[config.mk]
export PLATFORM = sky130hd
export DESIGN_NAME = tzc_regs
export DESIGN_NICKNAME = d
export VERILOG_FILES = /design/src/tzc_pkg.sv /design/src/tzc_regs.sv
export SDC_FILE = /design/constraint.sdc
export NUM_CORES = 1
export LEC_CHECK = 0
export BUFFER_PORTS_ARGS = -buffer_cell sky130_fd_sc_hd__clkbuf_2
export CAP_MARGIN = 20
export CORE_MARGIN = 1.5
export CORE_UTILIZATION = 40
export DETAILED_ROUTE_END_ITERATION = 12
export SLEW_MARGIN = 20
export SYNTH_ARGS = -nofsm -noshare
export SYNTH_HDL_FRONTEND = slang
export SYNTH_SLANG_ARGS = --single-unit
[constraint.sdc]
create_clock -name clock -period 29.5 [get_ports clock]
set_clock_uncertainty 0.1 [all_clocks]
set_input_delay 0 -clock clock [delete_from_list [all_inputs] [get_ports clock]]
set_output_delay 0 -clock clock [all_outputs]
set_load 0.005 [all_outputs]
[src/tzc_pkg.sv]
/*
 * Package for the thermal and temperature zone control register bank.
 * Holds register offsets, field positions, reset values and action codes.
 * Assumes a byte-wide register port driven by the serial bus front end.
 */
package tzc_pkg;

    localparam logic [7:0] THERM_CTRL_ADDR = 8'h16;
    localparam logic [7:0] ZONE_CTRL_ADDR  = 8'h17;

    localparam logic [7:0] THERM_CTRL_RESET = 8'hc0;
    localparam logic [7:0] ZONE_CTRL_RESET  = 8'h7a;

    // Field positions in the thermal threshold register.
    localparam int TREG_MSB    = 7;
    localparam int TREG_LSB    = 6;
    localparam int TSHUT_MSB   = 5;
    localparam int TSHUT_LSB   = 4;
    localparam int MAIN_PD_BIT = 3;
    localparam int AUX1_PD_BIT = 2;
    localparam int AUX2_PD_BIT = 1;

    // Field positions in the zone charge register.
    localparam int WVOLT_MSB = 7;
    localparam int WVOLT_LSB = 5;
    localparam int WCURR_MSB = 4;
    localparam int WCURR_LSB = 3;
    localparam int CCURR_MSB = 2;
    localparam int CCURR_LSB = 1;

    // Charge voltage target in mV and charge current target in mA.
    localparam int VOLT_W = 16;
    localparam int CURR_W = 16;

    // Voltage reductions in mV for warm-zone codes 1 to 6.
    localparam logic [15:0] VDROP_1 = 16'h0320;
    localparam logic [15:0] VDROP_2 = 16'h0258;
    localparam logic [15:0] VDROP_3 = 16'h0190;
    localparam logic [15:0] VDROP_4 = 16'h0190;
    localparam logic [15:0] VDROP_5 = 16'h00c8;
    localparam logic [15:0] VDROP_6 = 16'h0064;

    localparam logic [2:0] VACT_SUSPEND = 3'h0;
    localparam logic [1:0] IACT_SUSPEND = 2'h0;
    localparam logic [1:0] IACT_PCT20   = 2'h1;
    localparam logic [1:0] IACT_PCT40   = 2'h2;

    // Percent scaling as multiply then divide by 100.
    localparam logic [7:0] PCT20   = 8'h14;
    localparam logic [7:0] PCT40   = 8'h28;
    localparam logic [7:0] PCT_DIV = 8'h64;

    typedef enum logic [1:0] {
        ZONE_NORMAL,
        ZONE_WARM,
        ZONE_COOL
    } tzc_zone_type;

    typedef struct packed {
        logic [1:0] die_temp_regulation_threshold;
        logic [1:0] overtemp_shutdown_threshold;
        logic       main_input_pulldown_enable;
        logic       aux_input1_pulldown_enable;
        logic       aux_input2_pulldown_enable;
    } tzc_therm_type;

    typedef struct packed {
        logic [VOLT_W-1:0] charge_voltage_target;
        logic [CURR_W-1:0] charge_current_target;
        logic              charge_suspend;
    } tzc_target_type;

endpackage

[src/tzc_regs.sv]
/*
 * Thermal threshold / pull-down register and temperature zone charge register,
 * plus the zone-dependent adjustment of the charge targets.
 * Assumes the serial bus front end presents single-cycle write strobes and a
 * read address, and that zone detection supplies the current battery zone.
 */
`timescale 1ns/100ps
// Operation
// - Bits 7-6 of the thermal register select die regulation at 60/80/100/120 C, default 3.
// - Bits 5-4 select thermal shutdown at 150/130/120/85 C, default 0.
// - Bit 3 enables the 6 kilohm main input pull-down, default off.
// - Bit 2 enables the first auxiliary input pull-down, default off.
// - Bit 1 enables the second auxiliary input pull-down, default off.
// - The pull-down bits reset only on a register reset, not on watchdog expiry.
// - Threshold fields and all zone fields reset on watchdog expiry or register reset.
// - Bits 7-5 of the zone register set the warm voltage action, default 3.
// - Bits 4-3 set the warm current action, default 3.
// - Bits 2-1 set the cool current action with the same codes, default 1.
module tzc_regs (
    // Clock and reset
    input  wire logic                  clock,
    input  wire logic                  srst,
    // Register port
    input  wire logic                  reg_wr_en,
    input  wire logic [7:0]            reg_addr,
    input  wire logic [7:0]            reg_wr_data,
    output logic      [7:0]            reg_rd_data,
    // Reset sources
    input  wire logic                  register_reset,
    input  wire logic                  watchdog_expired,
    // Zone and base targets
    input  wire logic                  zone_warm,
    input  wire logic                  zone_cool,
    input  wire logic [15:0]           base_voltage_target,
    input  wire logic [15:0]           base_current_target,
    // Control outputs
    output tzc_pkg::tzc_therm_type     therm_ctrl,
    output logic      [2:0]            warm_zone_voltage_action,
    output logic      [1:0]            warm_zone_current_action,
    output logic      [1:0]            cool_zone_current_action,
    output tzc_pkg::tzc_target_type    charge_target
);

    logic [7:0]                 therm_q;
    logic [3:0]                 thr_q;
    logic [2:0]                 pd_q;
    logic [7:0]                 zone_q;
    logic [7:0]                 rd_d;
    logic                       wr_therm;
    logic                       wr_zone;
    logic                       soft_reset;
    tzc_pkg::tzc_zone_type      zone;
    tzc_pkg::tzc_target_type    target_d;
    logic [23:0]                scaled;

    assign wr_therm   = reg_wr_en && (reg_addr == tzc_pkg::THERM_CTRL_ADDR);
    assign wr_zone    = reg_wr_en && (reg_addr == tzc_pkg::ZONE_CTRL_ADDR);
    assign soft_reset = register_reset || watchdog_expired;

    // The two field groups live in separate flops so each has exactly one writer.
    assign therm_q = {thr_q, pd_q, 1'b0};

    // Threshold fields follow both reset sources.
    always_ff @(posedge clock) begin
        if (srst || soft_reset) begin
            thr_q <= tzc_pkg::THERM_CTRL_RESET[tzc_pkg::TREG_MSB:tzc_pkg::TSHUT_LSB];
        end else if (wr_therm) begin
            thr_q <= reg_wr_data[tzc_pkg::TREG_MSB:tzc_pkg::TSHUT_LSB];
        end
    end

    // Pull-downs survive a watchdog expiry so a stuck host cannot drop them.
    always_ff @(posedge clock) begin
        if (srst || register_reset) begin
            pd_q <= tzc_pkg::THERM_CTRL_RESET[tzc_pkg::MAIN_PD_BIT:tzc_pkg::AUX2_PD_BIT];
        end else if (wr_therm) begin
            pd_q[2] <= reg_wr_data[tzc_pkg::MAIN_PD_BIT];
            pd_q[1] <= reg_wr_data[tzc_pkg::AUX1_PD_BIT];
            pd_q[0] <= reg_wr_data[tzc_pkg::AUX2_PD_BIT];
        end
    end

    always_ff @(posedge clock) begin
        if (srst || soft_reset) begin
            zone_q <= tzc_pkg::ZONE_CTRL_RESET;
        end else if (wr_zone) begin
            zone_q <= {reg_wr_data[7:1], 1'b0};
        end
    end

    // Register read-back; unmapped addresses read zero.
    always_comb begin
        rd_d = 8'h00;
        if (reg_addr == tzc_pkg::THERM_CTRL_ADDR) begin
            rd_d = {therm_q[7:1], 1'b0};
        end else if (reg_addr == tzc_pkg::ZONE_CTRL_ADDR) begin
            rd_d = {zone_q[7:1], 1'b0};
        end
    end

    always_ff @(posedge clock) begin
        if (srst) begin
            reg_rd_data <= 8'h00;
        end else begin
            reg_rd_data <= rd_d;
        end
    end

    always_ff @(posedge clock) begin
        if (srst) begin
            therm_ctrl <= tzc_pkg::tzc_therm_type'(tzc_pkg::THERM_CTRL_RESET[7:1]);
            warm_zone_voltage_action <= tzc_pkg::ZONE_CTRL_RESET[7:5];
            warm_zone_current_action <= tzc_pkg::ZONE_CTRL_RESET[4:3];
            cool_zone_current_action <= tzc_pkg::ZONE_CTRL_RESET[2:1];
        end else begin
            therm_ctrl <= tzc_pkg::tzc_therm_type'(therm_q[7:1]);
            warm_zone_voltage_action <= zone_q[tzc_pkg::WVOLT_MSB:tzc_pkg::WVOLT_LSB];
            warm_zone_current_action <= zone_q[tzc_pkg::WCURR_MSB:tzc_pkg::WCURR_LSB];
            cool_zone_current_action <= zone_q[tzc_pkg::CCURR_MSB:tzc_pkg::CCURR_LSB];
        end
    end

    // Warm takes priority should zone detection ever report both.
    always_comb begin
        if (zone_warm) begin
            zone = tzc_pkg::ZONE_WARM;
        end else if (zone_cool) begin
            zone = tzc_pkg::ZONE_COOL;
        end else begin
            zone = tzc_pkg::ZONE_NORMAL;
        end
    end

    function automatic logic [15:0] scale_current(input logic [1:0] act,
                                                  input logic [15:0] base);
        logic [23:0] prod;
        prod = 24'h000000;
        case (act)
            tzc_pkg::IACT_PCT20: prod = (base * tzc_pkg::PCT20) / tzc_pkg::PCT_DIV;
            tzc_pkg::IACT_PCT40: prod = (base * tzc_pkg::PCT40) / tzc_pkg::PCT_DIV;
            default:             prod = {8'h00, base};
        endcase
        return prod[15:0];
    endfunction

    function automatic logic [15:0] drop_voltage(input logic [2:0] act,
                                                 input logic [15:0] base);
        logic [15:0] drop;
        drop = 16'h0000;
        case (act)
            3'h1:    drop = tzc_pkg::VDROP_1;
            3'h2:    drop = tzc_pkg::VDROP_2;
            3'h3:    drop = tzc_pkg::VDROP_3;
            3'h4:    drop = tzc_pkg::VDROP_4;
            3'h5:    drop = tzc_pkg::VDROP_5;
            3'h6:    drop = tzc_pkg::VDROP_6;
            default: drop = 16'h0000;
        endcase
        // Saturate at zero rather than wrapping on a tiny base target.
        return (base > drop) ? 16'(base - drop) : 16'h0000;
    endfunction

    always_comb begin
        scaled = 24'h000000;
        target_d.charge_voltage_target = base_voltage_target;
        target_d.charge_current_target = base_current_target;
        target_d.charge_suspend        = 1'b0;
        case (zone)
            tzc_pkg::ZONE_WARM: begin
                target_d.charge_voltage_target =
                    drop_voltage(zone_q[7:5], base_voltage_target);
                target_d.charge_current_target =
                    scale_current(zone_q[4:3], base_current_target);
                target_d.charge_suspend = (zone_q[7:5] == tzc_pkg::VACT_SUSPEND) ||
                                          (zone_q[4:3] == tzc_pkg::IACT_SUSPEND);
            end
            tzc_pkg::ZONE_COOL: begin
                target_d.charge_current_target =
                    scale_current(zone_q[2:1], base_current_target);
                target_d.charge_suspend = (zone_q[2:1] == tzc_pkg::IACT_SUSPEND);
            end
            default: begin
                scaled = 24'h000000;
            end
        endcase
    end

    always_ff @(posedge clock) begin
        if (srst) begin
            charge_target <= '0;
        end else begin
            charge_target <= target_d;
        end
    end

endmodule

# Word-level counts from Yosys, hierarchy flattened
# Cells that the tools add are included.
# W data, S select, Z words.
# op_classes
n_eq_ne	14
mux	11
n_reduce_logical	11
multipliers	2
div	2
n_addsub	1
magnitude_cmp	1
# op_table
cell	n
$pmux W16 S2	2
$pmux W10 S5	1
$mux W16	3
$mul A16 B3 Y19 const B	2
$pmux W17 S2	1
$div A21 B7 Y24 const B	1
$div A22 B7 Y24 const B	1
$eq A8 B5 Y1 const B	2
$gt A16 B16 Y1	1
$mux W8	2
$sub A16 B16 Y16	1
$eq A3 B3 Y1 const B	3
$eq A2 B1 Y1 const B	3
$eq A2 B2 Y1 const B	3
$eq A3 B2 Y1 const B	2
$logic_not A2 Y1	2
$logic_or A1 B1 Y1	4
$mux W2	2
$reduce_or A2 Y1	2
$eq A3 B1 Y1 const B	1
$logic_not A3 Y1	1
$logic_and A1 B1 Y1	2
# word_totals
in_bits	55
reg_bits	69
wordCells	58
output_inout_bits	55

# Longest topological paths before layout
# Gate-level depths: netlist (run 1).
# logic_depth
ltp_word	7
ltp_mapped	50
mapped_depth_nobuf	44

# Worst setup path after synthesis (run 1)
# Ideal clock, no wire load.
# synth_timing
path_kind	input to register
startpoint	in base_current_target[1]
endpoint	reg charge_target[1] in the netlist's numbering
path_stages	45
required_time_ns	29.330
t_arrival_ns	10.053
path_slack_ns	19.277
path_buffers	2
setup_time_ns	0.070
cell_sequence	ha_1 > ha_1 > inv_1 > fa_1 > nor2b_2 > o2111a_2 > o21ai_1 > a211oi_2 > buf_2 > nand4b_1 > a221o_1 > o211ai_2 > a21o_1 > buf_6 > a21oi_2 > o31a_1 > a211o_1 > o31ai_4 > [9 not listed] > nor2_1 > a31oi_1 > xnor2_2 > a211oi_1 > a2111oi_2 > or3b_1 > nand2_1 > mux2_2 > o311ai_0 > a21o_1 > a31oi_4 > nor2_1 > nor2_1 > ha_1 > a211o_1 > a32o_1 > a211o_1 > a21oi_1
# synth_between
elab_chain_len	4
word_cells_on_any_way	7
classes_between	mul: 2; div: 2; mux: 3
# synth_lines
item	line	source
start, declared	tzc_regs.sv:35	input wire logic [15:0] base_current_target,
$mul A16 B3 Y19	tzc_regs.sv:139, tzc_regs.sv:140	
$div A22 B7 Y24 or $div A21 B7 Y24 (tied branches)	tzc_regs.sv:140, tzc_regs.sv:139	
$pmux W16 S2	tzc_regs.sv:138	case (act)
$pmux W17 S2 *	tzc_regs.sv:168	case (zone)
end signal, assigned	tzc_regs.sv:192	charge_target <= target_d;
end, declared	tzc_regs.sv:41	output tzc_pkg::tzc_target_type charge_target
# Mark *: on every way between the ends. The rest lies on a longest branch, timed or not.
# A chain may end at the register's enable or synchronous reset.

# Final worst setup path (run 1)
# Same ends and word-level chain as after synthesis.

==> flow_summary.rst, run 1 <==
.. list-table::
   :header-rows: 1

   * - Metric
     - Value
   * - Library cell occupying the most area in the post-synthesis netlist
     - sky130_fd_sc_hd__dfxtp_1
   * - First-pass GRT wire length
     - 38,300 µm
   * - Total setup buffers inserted after CTS
     - 0
   * - Number of antenna violations at the first check in global routing
     - 0
   * - Transition at the pin with the smallest max-transition slack
     - 0.964 ns
   * - Critical path peak fanout
     - 20
   * - Synth Area per Inst
     - about 7.6 µm²
   * - Cell area after placement
     - 8660 µm²
   * - Number of global-route vias before repair
     - just under 8,000
   * - Post-Synthesis Cell Area
     - ~8000 µm²
   * - Total number of vias
     - roughly 8,400
   * - Worst max-slew margin expressed relative to the limit
     - between 30% and 40%
   * - Post-Synthesis Cells
     - around 1,100
   * - Slack of the critical path
     - between 15 and 20 ns
   * - Post-Route WL
     - about 23,000 µm
   * - Inserted Clock Buffers
     - 9
   * - Total of buffers placed on input and output ports
     - between 100 and 150
   * - Critical setup path kind
     - in -> reg
   * - Final-report hold violation count
     - 0
   * - Placed instance count
     - 1,372
   * - Root Driver
     - sky130_fd_sc_hd__clkbuf_16
   * - Clk slew on worst S/H paths
     - roughly 0.06 ns
   * - Nets
     - around 1,300
   * - Number of ports placed on the die boundary
     - 110
   * - Clock tree from TritonCTS
     - built
   * - Type of the tightest min-delay check
     - in -> reg
   * - Final instance count without filler cells
     - between 1,000 and 1,500
   * - Half-perimeter wire length after detailed placement
     - between 15,000 and 20,000 µm
   * - Ratio of final minimum period to clock period
     - a little over two fifths
   * - Post-Syn Nets
     - approximately 1,200
   * - Maximum single-stage delay on the critical path
     - roughly 0.7 ns
   * - Cell Rows
     - 51
   * - Final estimated routing congestion in global placement
     - between 0.8 and 0.9
   * - Area Overhead vs Synth
     - 15.2%
   * - Insertion delay to the later sink of the worst-skew pair
     - 0.33 ns
   * - Number of different library cells in the post-synthesis netlist
     - ~110
   * - Result of the run
     - finished clean
   * - Number of synthesized flops with an enable pin
     - 0
   * - Number of sinks handled by clock tree synthesis
     - between 60 and 70
   * - CTS max path bufs
     - 2
   * - Sequential-to-total area share from yosys stat
     - between 10% and 20%
   * - Length of the first detailed-routing pass in iterations
     - 5
   * - Starting utilization of the core area
     - around two fifths
   * - DRT iter0 DRCs
     - 550
   * - Global Route Usage Sum
     - between 20% and 30%
   * - Remaining DRCs
     - 0
   * - Top flip-flop cell by instance count after synthesis
     - sky130_fd_sc_hd__dfxtp_1
   * - Number of max-slew violations in the final report
     - 0
   * - Setup tns final
     - 0 ns
   * - Critical path data required time
     - slightly below 30 ns
   * - WP data arrival
     - between 10 and 15 ns
   * - Fraction of registers with async set/reset
     - 0%
   * - Count of antenna diodes in the layout
     - 0
   * - Crit-path leading delay family
     - compound AO/OA/AOI/OAI gates
   * - Placeable Area
     - slightly below 20,000 µm²
   * - Global route overflow
     - 0
   * - Maximum frequency from static timing analysis
     - between 0.08 and 0.09 GHz
   * - Final count of negative-setup-slack endpoints
     - 0
   * - Time the worst path needs with I/O delays and setup
     - 12.35 ns
   * - Pin count of the biggest net entering global routing
     - 46
   * - Width of the die
     - about 150 µm
   * - Die span in y
     - between 100 and 150 µm
   * - DIE AREA
     - ~21,000 µm²
   * - FF+latch count, synth
     - 68
   * - Yosys warnings
     - 0
   * - Crit-path slowest cell
     - sky130_fd_sc_hd__a211oi_2
   * - Max-capacitance violation count
     - 0
   * - Via count normalized by instance count
     - 5.91
   * - H-tree level count
     - 3
   * - RSZ-0062 raised after global routing
     - false
   * - Count of antenna-violating nets left after detailed routing
     - 0
   * - Buffers & Inverters on Critical Path
     - 2
   * - Largest cells by area after synthesis
     - sky130_fd_sc_hd__dfxtp_1, sky130_fd_sc_hd__ha_1, sky130_fd_sc_hd__nor2_1, sky130_fd_sc_hd__a21oi_1, sky130_fd_sc_hd__xnor2_1
   * - Share of final-layout standard cells stronger than drive strength 1
     - approximately 17%
   * - Detailed-route wire length per cell
     - 16.2 µm
   * - CP Capture Type
     - flop
   * - Area of all placed cells without fillers
     - around 9300 µm²
   * - Top cell type's share of synthesized area
     - 16.8%
   * - Critical path launch point type
     - primary input
   * - Pre-CTS setup slack
     - between 15 and 20 ns
path summary, 6_finish.rpt:
path | from | to | slack (ns) | cells after the start
hold / removal | base_current_target[13] | charge_target[14] | 0.03 | 5
setup / recovery | base_current_target[1] | charge_target[1] | 17.15 | 44
hold reg to reg | thr_q[1] | therm_ctrl[4] | 0.38 | 1
setup reg to reg | zone_q[6] | charge_target[29] | 25.43 | 16
logic make-up (layout without fill, tap and decap cells):
logic type | Yosys count | in the layout | synth area share [%]
adders and majority gates | 46 | 46 | 7.31
muxes | 41 | 41 | 5.51
other | 1 | 1 | 0.0464
AOI/OAI and AO/OA | 366 | 366 | 34.6
buffers and inverters | 85 | 187 | 5.00
xor gates and xnor gates | 55 | 55 | 6.47
and+or+nand+nor | 395 | 395 | 24.2
DFF | 68 | 68 | 16.8
routing by layer:
metal	up-vias	part of all wire, %	routed length, µm	track usage, %
li1	4211	-	-	-
met1	3927	48	11200	29.8
met4	0	1.1	257	4.03
met5	-	0	0	0
met2	261	45	10500	34.4
met3	19	5.1	1190	2.77
cells in the mapped netlist, types with 22 or more instances:
cell	count
sky130_fd_sc_hd__ha_1	44
sky130_fd_sc_hd__mux2i_1	31
sky130_fd_sc_hd__a21o_1	24
sky130_fd_sc_hd__a21oi_1	81
sky130_fd_sc_hd__inv_1	23
sky130_fd_sc_hd__o21ai_0	25
sky130_fd_sc_hd__clkbuf_1	37
sky130_fd_sc_hd__nand3_1	40
sky130_fd_sc_hd__nor3_1	37
sky130_fd_sc_hd__nand2_1	77
sky130_fd_sc_hd__a221oi_1	25
sky130_fd_sc_hd__nor2_1	130
sky130_fd_sc_hd__dfxtp_1	68
sky130_fd_sc_hd__xnor2_1	37
sky130_fd_sc_hd__o211ai_1	22
layout by cell type (no fill, tap or decap), drive strengths merged, types with 12 or more instances in the layout:
cell type / netlist / final
and2: 17 / 17
o21ai: 43 / 43
dlygate4sd3: 0 / 36
mux2i: 32 / 32
dfxtp: 68 / 68
nor2: 132 / 132
nand2: 79 / 79
a21oi: 88 / 88
xnor2: 40 / 40
a31oi: 19 / 19
xor2: 15 / 15
clkbuf: 38 / 117
or2: 13 / 13
nor2b: 12 / 12
a211oi: 25 / 25
inv: 23 / 24
nand3: 42 / 42
a221oi: 28 / 28
ha: 44 / 44
a21o: 24 / 24
o211ai: 26 / 26
nor3: 40 / 40
per-stage QoR:
stage / util (%) / hold WS (ns)
final: 47.4 / 0.0310
after global placement: 44.1 / 0.124
after floorplan: - / -0.0207
after detailed placement: 44.1 / 0.126
after CTS: 47.4 / 0.0155
after global routing: 47.4 / 0.0724
repair_timing:
item / CTS / global route
hold buffers: 36 / 0
gates resized for setup: 0 / 0
hold endpoints to repair: 31 / 0
final cells by class:
cell class / count / area [µm²]
Inverter: 24 / 90.1
Multi-Input combinational cell: 904 / 6310
Fill cell: 1992 / 10300
Sequential cell: 68 / 1360
Timing Repair Buffer: 147 / 926
Clock buffer: 10 / 239
Tap cell: 265 / 332
Clock inverter: 6 / 48.8
worst reg2reg max path, stage by stage (launching register included):
cell and delay [ns]:
sky130_fd_sc_hd__dfxtp_1 0.50, sky130_fd_sc_hd__nor2b_1 0.27, sky130_fd_sc_hd__and2_1 0.19, sky130_fd_sc_hd__ha_1 0.15, sky130_fd_sc_hd__inv_1 0.06, sky130_fd_sc_hd__fa_1 0.40
sky130_fd_sc_hd__a21o_1 0.20, sky130_fd_sc_hd__a21o_1 0.19, sky130_fd_sc_hd__a21o_1 0.18, sky130_fd_sc_hd__a21oi_1 0.24, sky130_fd_sc_hd__o21bai_1 0.11, sky130_fd_sc_hd__a21oi_1 0.20
sky130_fd_sc_hd__nand2_1 0.15, sky130_fd_sc_hd__nor3_1 0.25, sky130_fd_sc_hd__xnor2_1 0.14, sky130_fd_sc_hd__dlygate4sd3_1 0.57, sky130_fd_sc_hd__nor2_1 0.04
registers in the layout, summed over array words and instances, names as in the netlist:
name / count
charge_target: 33
cool_zone_current_action: 2
pd_q: 3
reg_rd_data: 7
therm_ctrl: 7
thr_q: 4
warm_zone_current_action: 2
warm_zone_voltage_action: 3
zone_q: 7
Power of run 1 is left out: the tool's default activity adds up to more than one toggle a clock period on the data nets, which glitch-free logic cannot reach.
==> run 2: changes to the inputs <==
ABC_AREA = 1   (was not set)
clock period = 12.2 ns   (was 29.5 ns; I/O delays follow)
==> flow_summary.rst, run 2 <==
.. list-table::
   :header-rows: 1

   * - Metric
     - Value
   * - Fraction of registers with async set/reset
     - 0% (unchanged)
   * - Library cell with the highest instance count after synthesis
     - sky130_fd_sc_hd__nand2_1
   * - Maximum single-stage delay on the critical path
     - 0.53 ns (-0.17 ns)
   * - Inserted Clock Buffers
     - 9 (unchanged)
   * - Placeable Area
     - 18,000 µm² (-8.6%)
   * - Total number of vias
     - 7,889 (-6.3%)
   * - Crit-path slowest cell
     - sky130_fd_sc_hd__dlygate4sd3_1
   * - Post-Syn Nets
     - 1,301 (+12%)
   * - Total of buffers placed on input and output ports
     - 107 (unchanged)
   * - Starting utilization of the core area
     - 40.7% (-0.37 points)
   * - Number of global-route vias before repair
     - 7,239 (-6.1%)
   * - Time the worst path needs with I/O delays and setup
     - 9.86 ns
   * - Global route overflow
     - 0 (unchanged)
   * - Setup tns final
     - 0 ns (unchanged)
   * - Critical setup path kind
     - in -> reg
   * - Half-perimeter wire length after detailed placement
     - 15,600 µm (-9.7%)
   * - Number of different library cells in the post-synthesis netlist
     - 49 (-55%)
   * - Die span in y
     - 138 µm (-4.7%)
   * - Final-report hold violation count
     - 0 (unchanged)
   * - Remaining DRCs
     - 0 (unchanged)
   * - Clock tree from TritonCTS
     - built
   * - Critical path launch point type
     - primary input
   * - Type of the tightest min-delay check
     - in -> reg
   * - Maximum frequency from static timing analysis
     - approximately 0.10 GHz
   * - Detailed-route wire length per cell
     - 12.6 µm (-22%)
   * - Total setup buffers inserted after CTS
     - 0 (unchanged)
   * - WP data arrival
     - 9.98 ns (-2.53 ns)
   * - Ratio of final minimum period to clock period
     - between 80% and 90%
   * - DRT iter0 DRCs
     - 415 (-25%)
   * - Insertion delay to the later sink of the worst-skew pair
     - 0.33 ns (about the same)
   * - Critical path data required time
     - 12.32 ns (-17.34 ns)
   * - Top cell type's share of synthesized area
     - 18.6% (+1.8 points)
   * - Cell Rows
     - 49 (-3.9%)
   * - Clk slew on worst S/H paths
     - 0.05 ns (about the same)
   * - Nets
     - 1,445 (+15%)
   * - Width of the die
     - 138 µm (-4.7%)
   * - Via count normalized by instance count
     - 5.00 (-15%)
   * - CTS max path bufs
     - 2 (unchanged)
   * - Number of sinks handled by clock tree synthesis
     - 68 (unchanged)
   * - Number of max-slew violations in the final report
     - 0 (unchanged)
   * - Transition at the pin with the smallest max-transition slack
     - 0.744 ns (-0.220 ns)
   * - Largest cells by area after synthesis
     - sky130_fd_sc_hd__dfxtp_1, sky130_fd_sc_hd__nand2_1, sky130_fd_sc_hd__inv_1, sky130_fd_sc_hd__ha_1, sky130_fd_sc_hd__nor2_1
   * - Library cell occupying the most area in the post-synthesis netlist
     - sky130_fd_sc_hd__dfxtp_1
   * - Yosys warnings
     - 0 (unchanged)
   * - Most instantiated cells after synthesis
     - sky130_fd_sc_hd__nand2_1, sky130_fd_sc_hd__inv_1, sky130_fd_sc_hd__nor2_1
   * - Post-Synthesis Cells
     - 1,200 (+14%)
   * - Synth Area per Inst
     - 6.10 µm² (-20%)
   * - Number of resized instances in the post-cts repair step
     - 0 (unchanged)
   * - Pre-CTS setup slack
     - 2.57 ns (-14.28 ns)
   * - Area Overhead vs Synth
     - 20.1%
   * - Global Route Usage Sum
     - 20.6% (-0.51 points)
   * - RSZ-0062 raised after global routing
     - false
   * - Final estimated routing congestion in global placement
     - 0.914 (+2.6%)
   * - Biggest register
     - charge_target
   * - Pin count of the biggest net entering global routing
     - 26 (-43%)
   * - Leading cell types in the layout, fill and taps excluded
     - sky130_fd_sc_hd__nand2_1, sky130_fd_sc_hd__inv_1, sky130_fd_sc_hd__clkbuf_2
   * - Flip-flop count of the largest register after layout
     - 33 (unchanged)
   * - Top flip-flop cell by instance count after synthesis
     - sky130_fd_sc_hd__dfxtp_1
   * - Length of the first detailed-routing pass in iterations
     - 5 (unchanged)
   * - Count of antenna diodes in the layout
     - 0 (unchanged)
   * - Worst max-slew margin expressed relative to the limit
     - 50.4% (+15 points)
   * - First-pass GRT wire length
     - 33,700 µm (-12%)
   * - Commonest non-fill, non-tap cell in the layout
     - sky130_fd_sc_hd__nand2_1
   * - Critical path peak fanout
     - 10 (-50%)
   * - Final count of negative-setup-slack endpoints
     - 0 (unchanged)
   * - Number of ports placed on the die boundary
     - 110 (unchanged)
   * - Post-Route WL
     - 19,900 µm (-14%)
   * - Number of synthesized flops with an enable pin
     - 0 (unchanged)
   * - Post-Synthesis Cell Area
     - 7320 µm² (-9.4%)
   * - FF+latch count, synth
     - 68 (unchanged)
   * - Count of antenna-violating nets left after detailed routing
     - 0 (unchanged)
   * - Result of the run
     - finished clean
   * - H-tree level count
     - 3 (unchanged)
   * - DIE AREA
     - 19,100 µm² (-9.2%)
   * - # hold bufs at CTS
     - 44 (+22%)
   * - Root Driver
     - sky130_fd_sc_hd__clkbuf_16
   * - Share of final-layout standard cells stronger than drive strength 1
     - 20.6% (+3.2 points)
   * - Number of antenna violations at the first check in global routing
     - 0 (unchanged)
   * - CP Capture Type
     - flop
   * - Max-capacitance violation count
     - 0 (unchanged)
   * - Sequential-to-total area share from yosys stat
     - 18.6% (+1.8 points)
   * - Slack of the critical path
     - 2.34 ns (-14.80 ns)
[run 2: path summary, 6_finish.rpt]
| path | startpoint | to | slack [ns] | cells after the start |
|---|---|---|---|---|
| max | base_current_target[1] | charge_target[1] | 2.34 | 89 |
| min | base_current_target[0] | charge_target[1] | 0.02 | 5 |
| max reg2reg | zone_q[6] | charge_target[31] | 8.42 | 21 |
| min reg2reg | thr_q[0] | therm_ctrl[3] | 0.34 | 2 |
[run 2: cell families after synthesis]
family,Yosys count,synth area share [%]
simple gates,654,44.1
buf+inv,218,11.3
flops,68,18.6
other cells,1,0.0513
compound gates,192,15.4
xor+xnor,21,2.51
fa+ha+maj,46,8.07
[run 2: area by class of cell]
cell class / instances / area [µm²]
multi-input combinational: 914 / 5130
clock inverter: 7 / 51.3
sequential: 68 / 1360
tap: 229 / 287
timing repair buffer: 151 / 976
fill: 1920 / 9180
inverter: 200 / 752
clock buffer: 9 / 225
[run 2: per-layer routing]
layer | vias to the layer above | GRT usage, % | part of all wire [%]
met5 | - | 0 | 0
met4 | 0 | 3.82 | 0.85
met3 | 16 | 2.46 | 3.8
met2 | 152 | 35.7 | 48
met1 | 3534 | 27.7 | 48
li1 | 4187 | - | -
[run 2: critical path: cells and delay by family]
family                   cells  cell delay, ns
AO/OA/AOI/OAI                1            0.18
adder cells (fa/ha/maj)      4            1.09
buffers and inverters       10            1.24
AND/OR/NAND/NOR             74            7.42
[run 2: per-stage QoR]
step | hold WS [ns] | instance area (µm²) | cells | util [%]
final | 0.0207 | 8790 | 1578 | 48.9
after floorplan | -0.0172 | 7320 | 1200 | -
after global placement | 0.130 | 8070 | 1518 | 44.9
after global routing | 0.0420 | 8790 | 1578 | 48.9
after detailed placement | 0.131 | 8070 | 1518 | 44.9
after CTS | 0.0110 | 8780 | 1578 | 48.9
Power of run 2 is left out for the same reason.
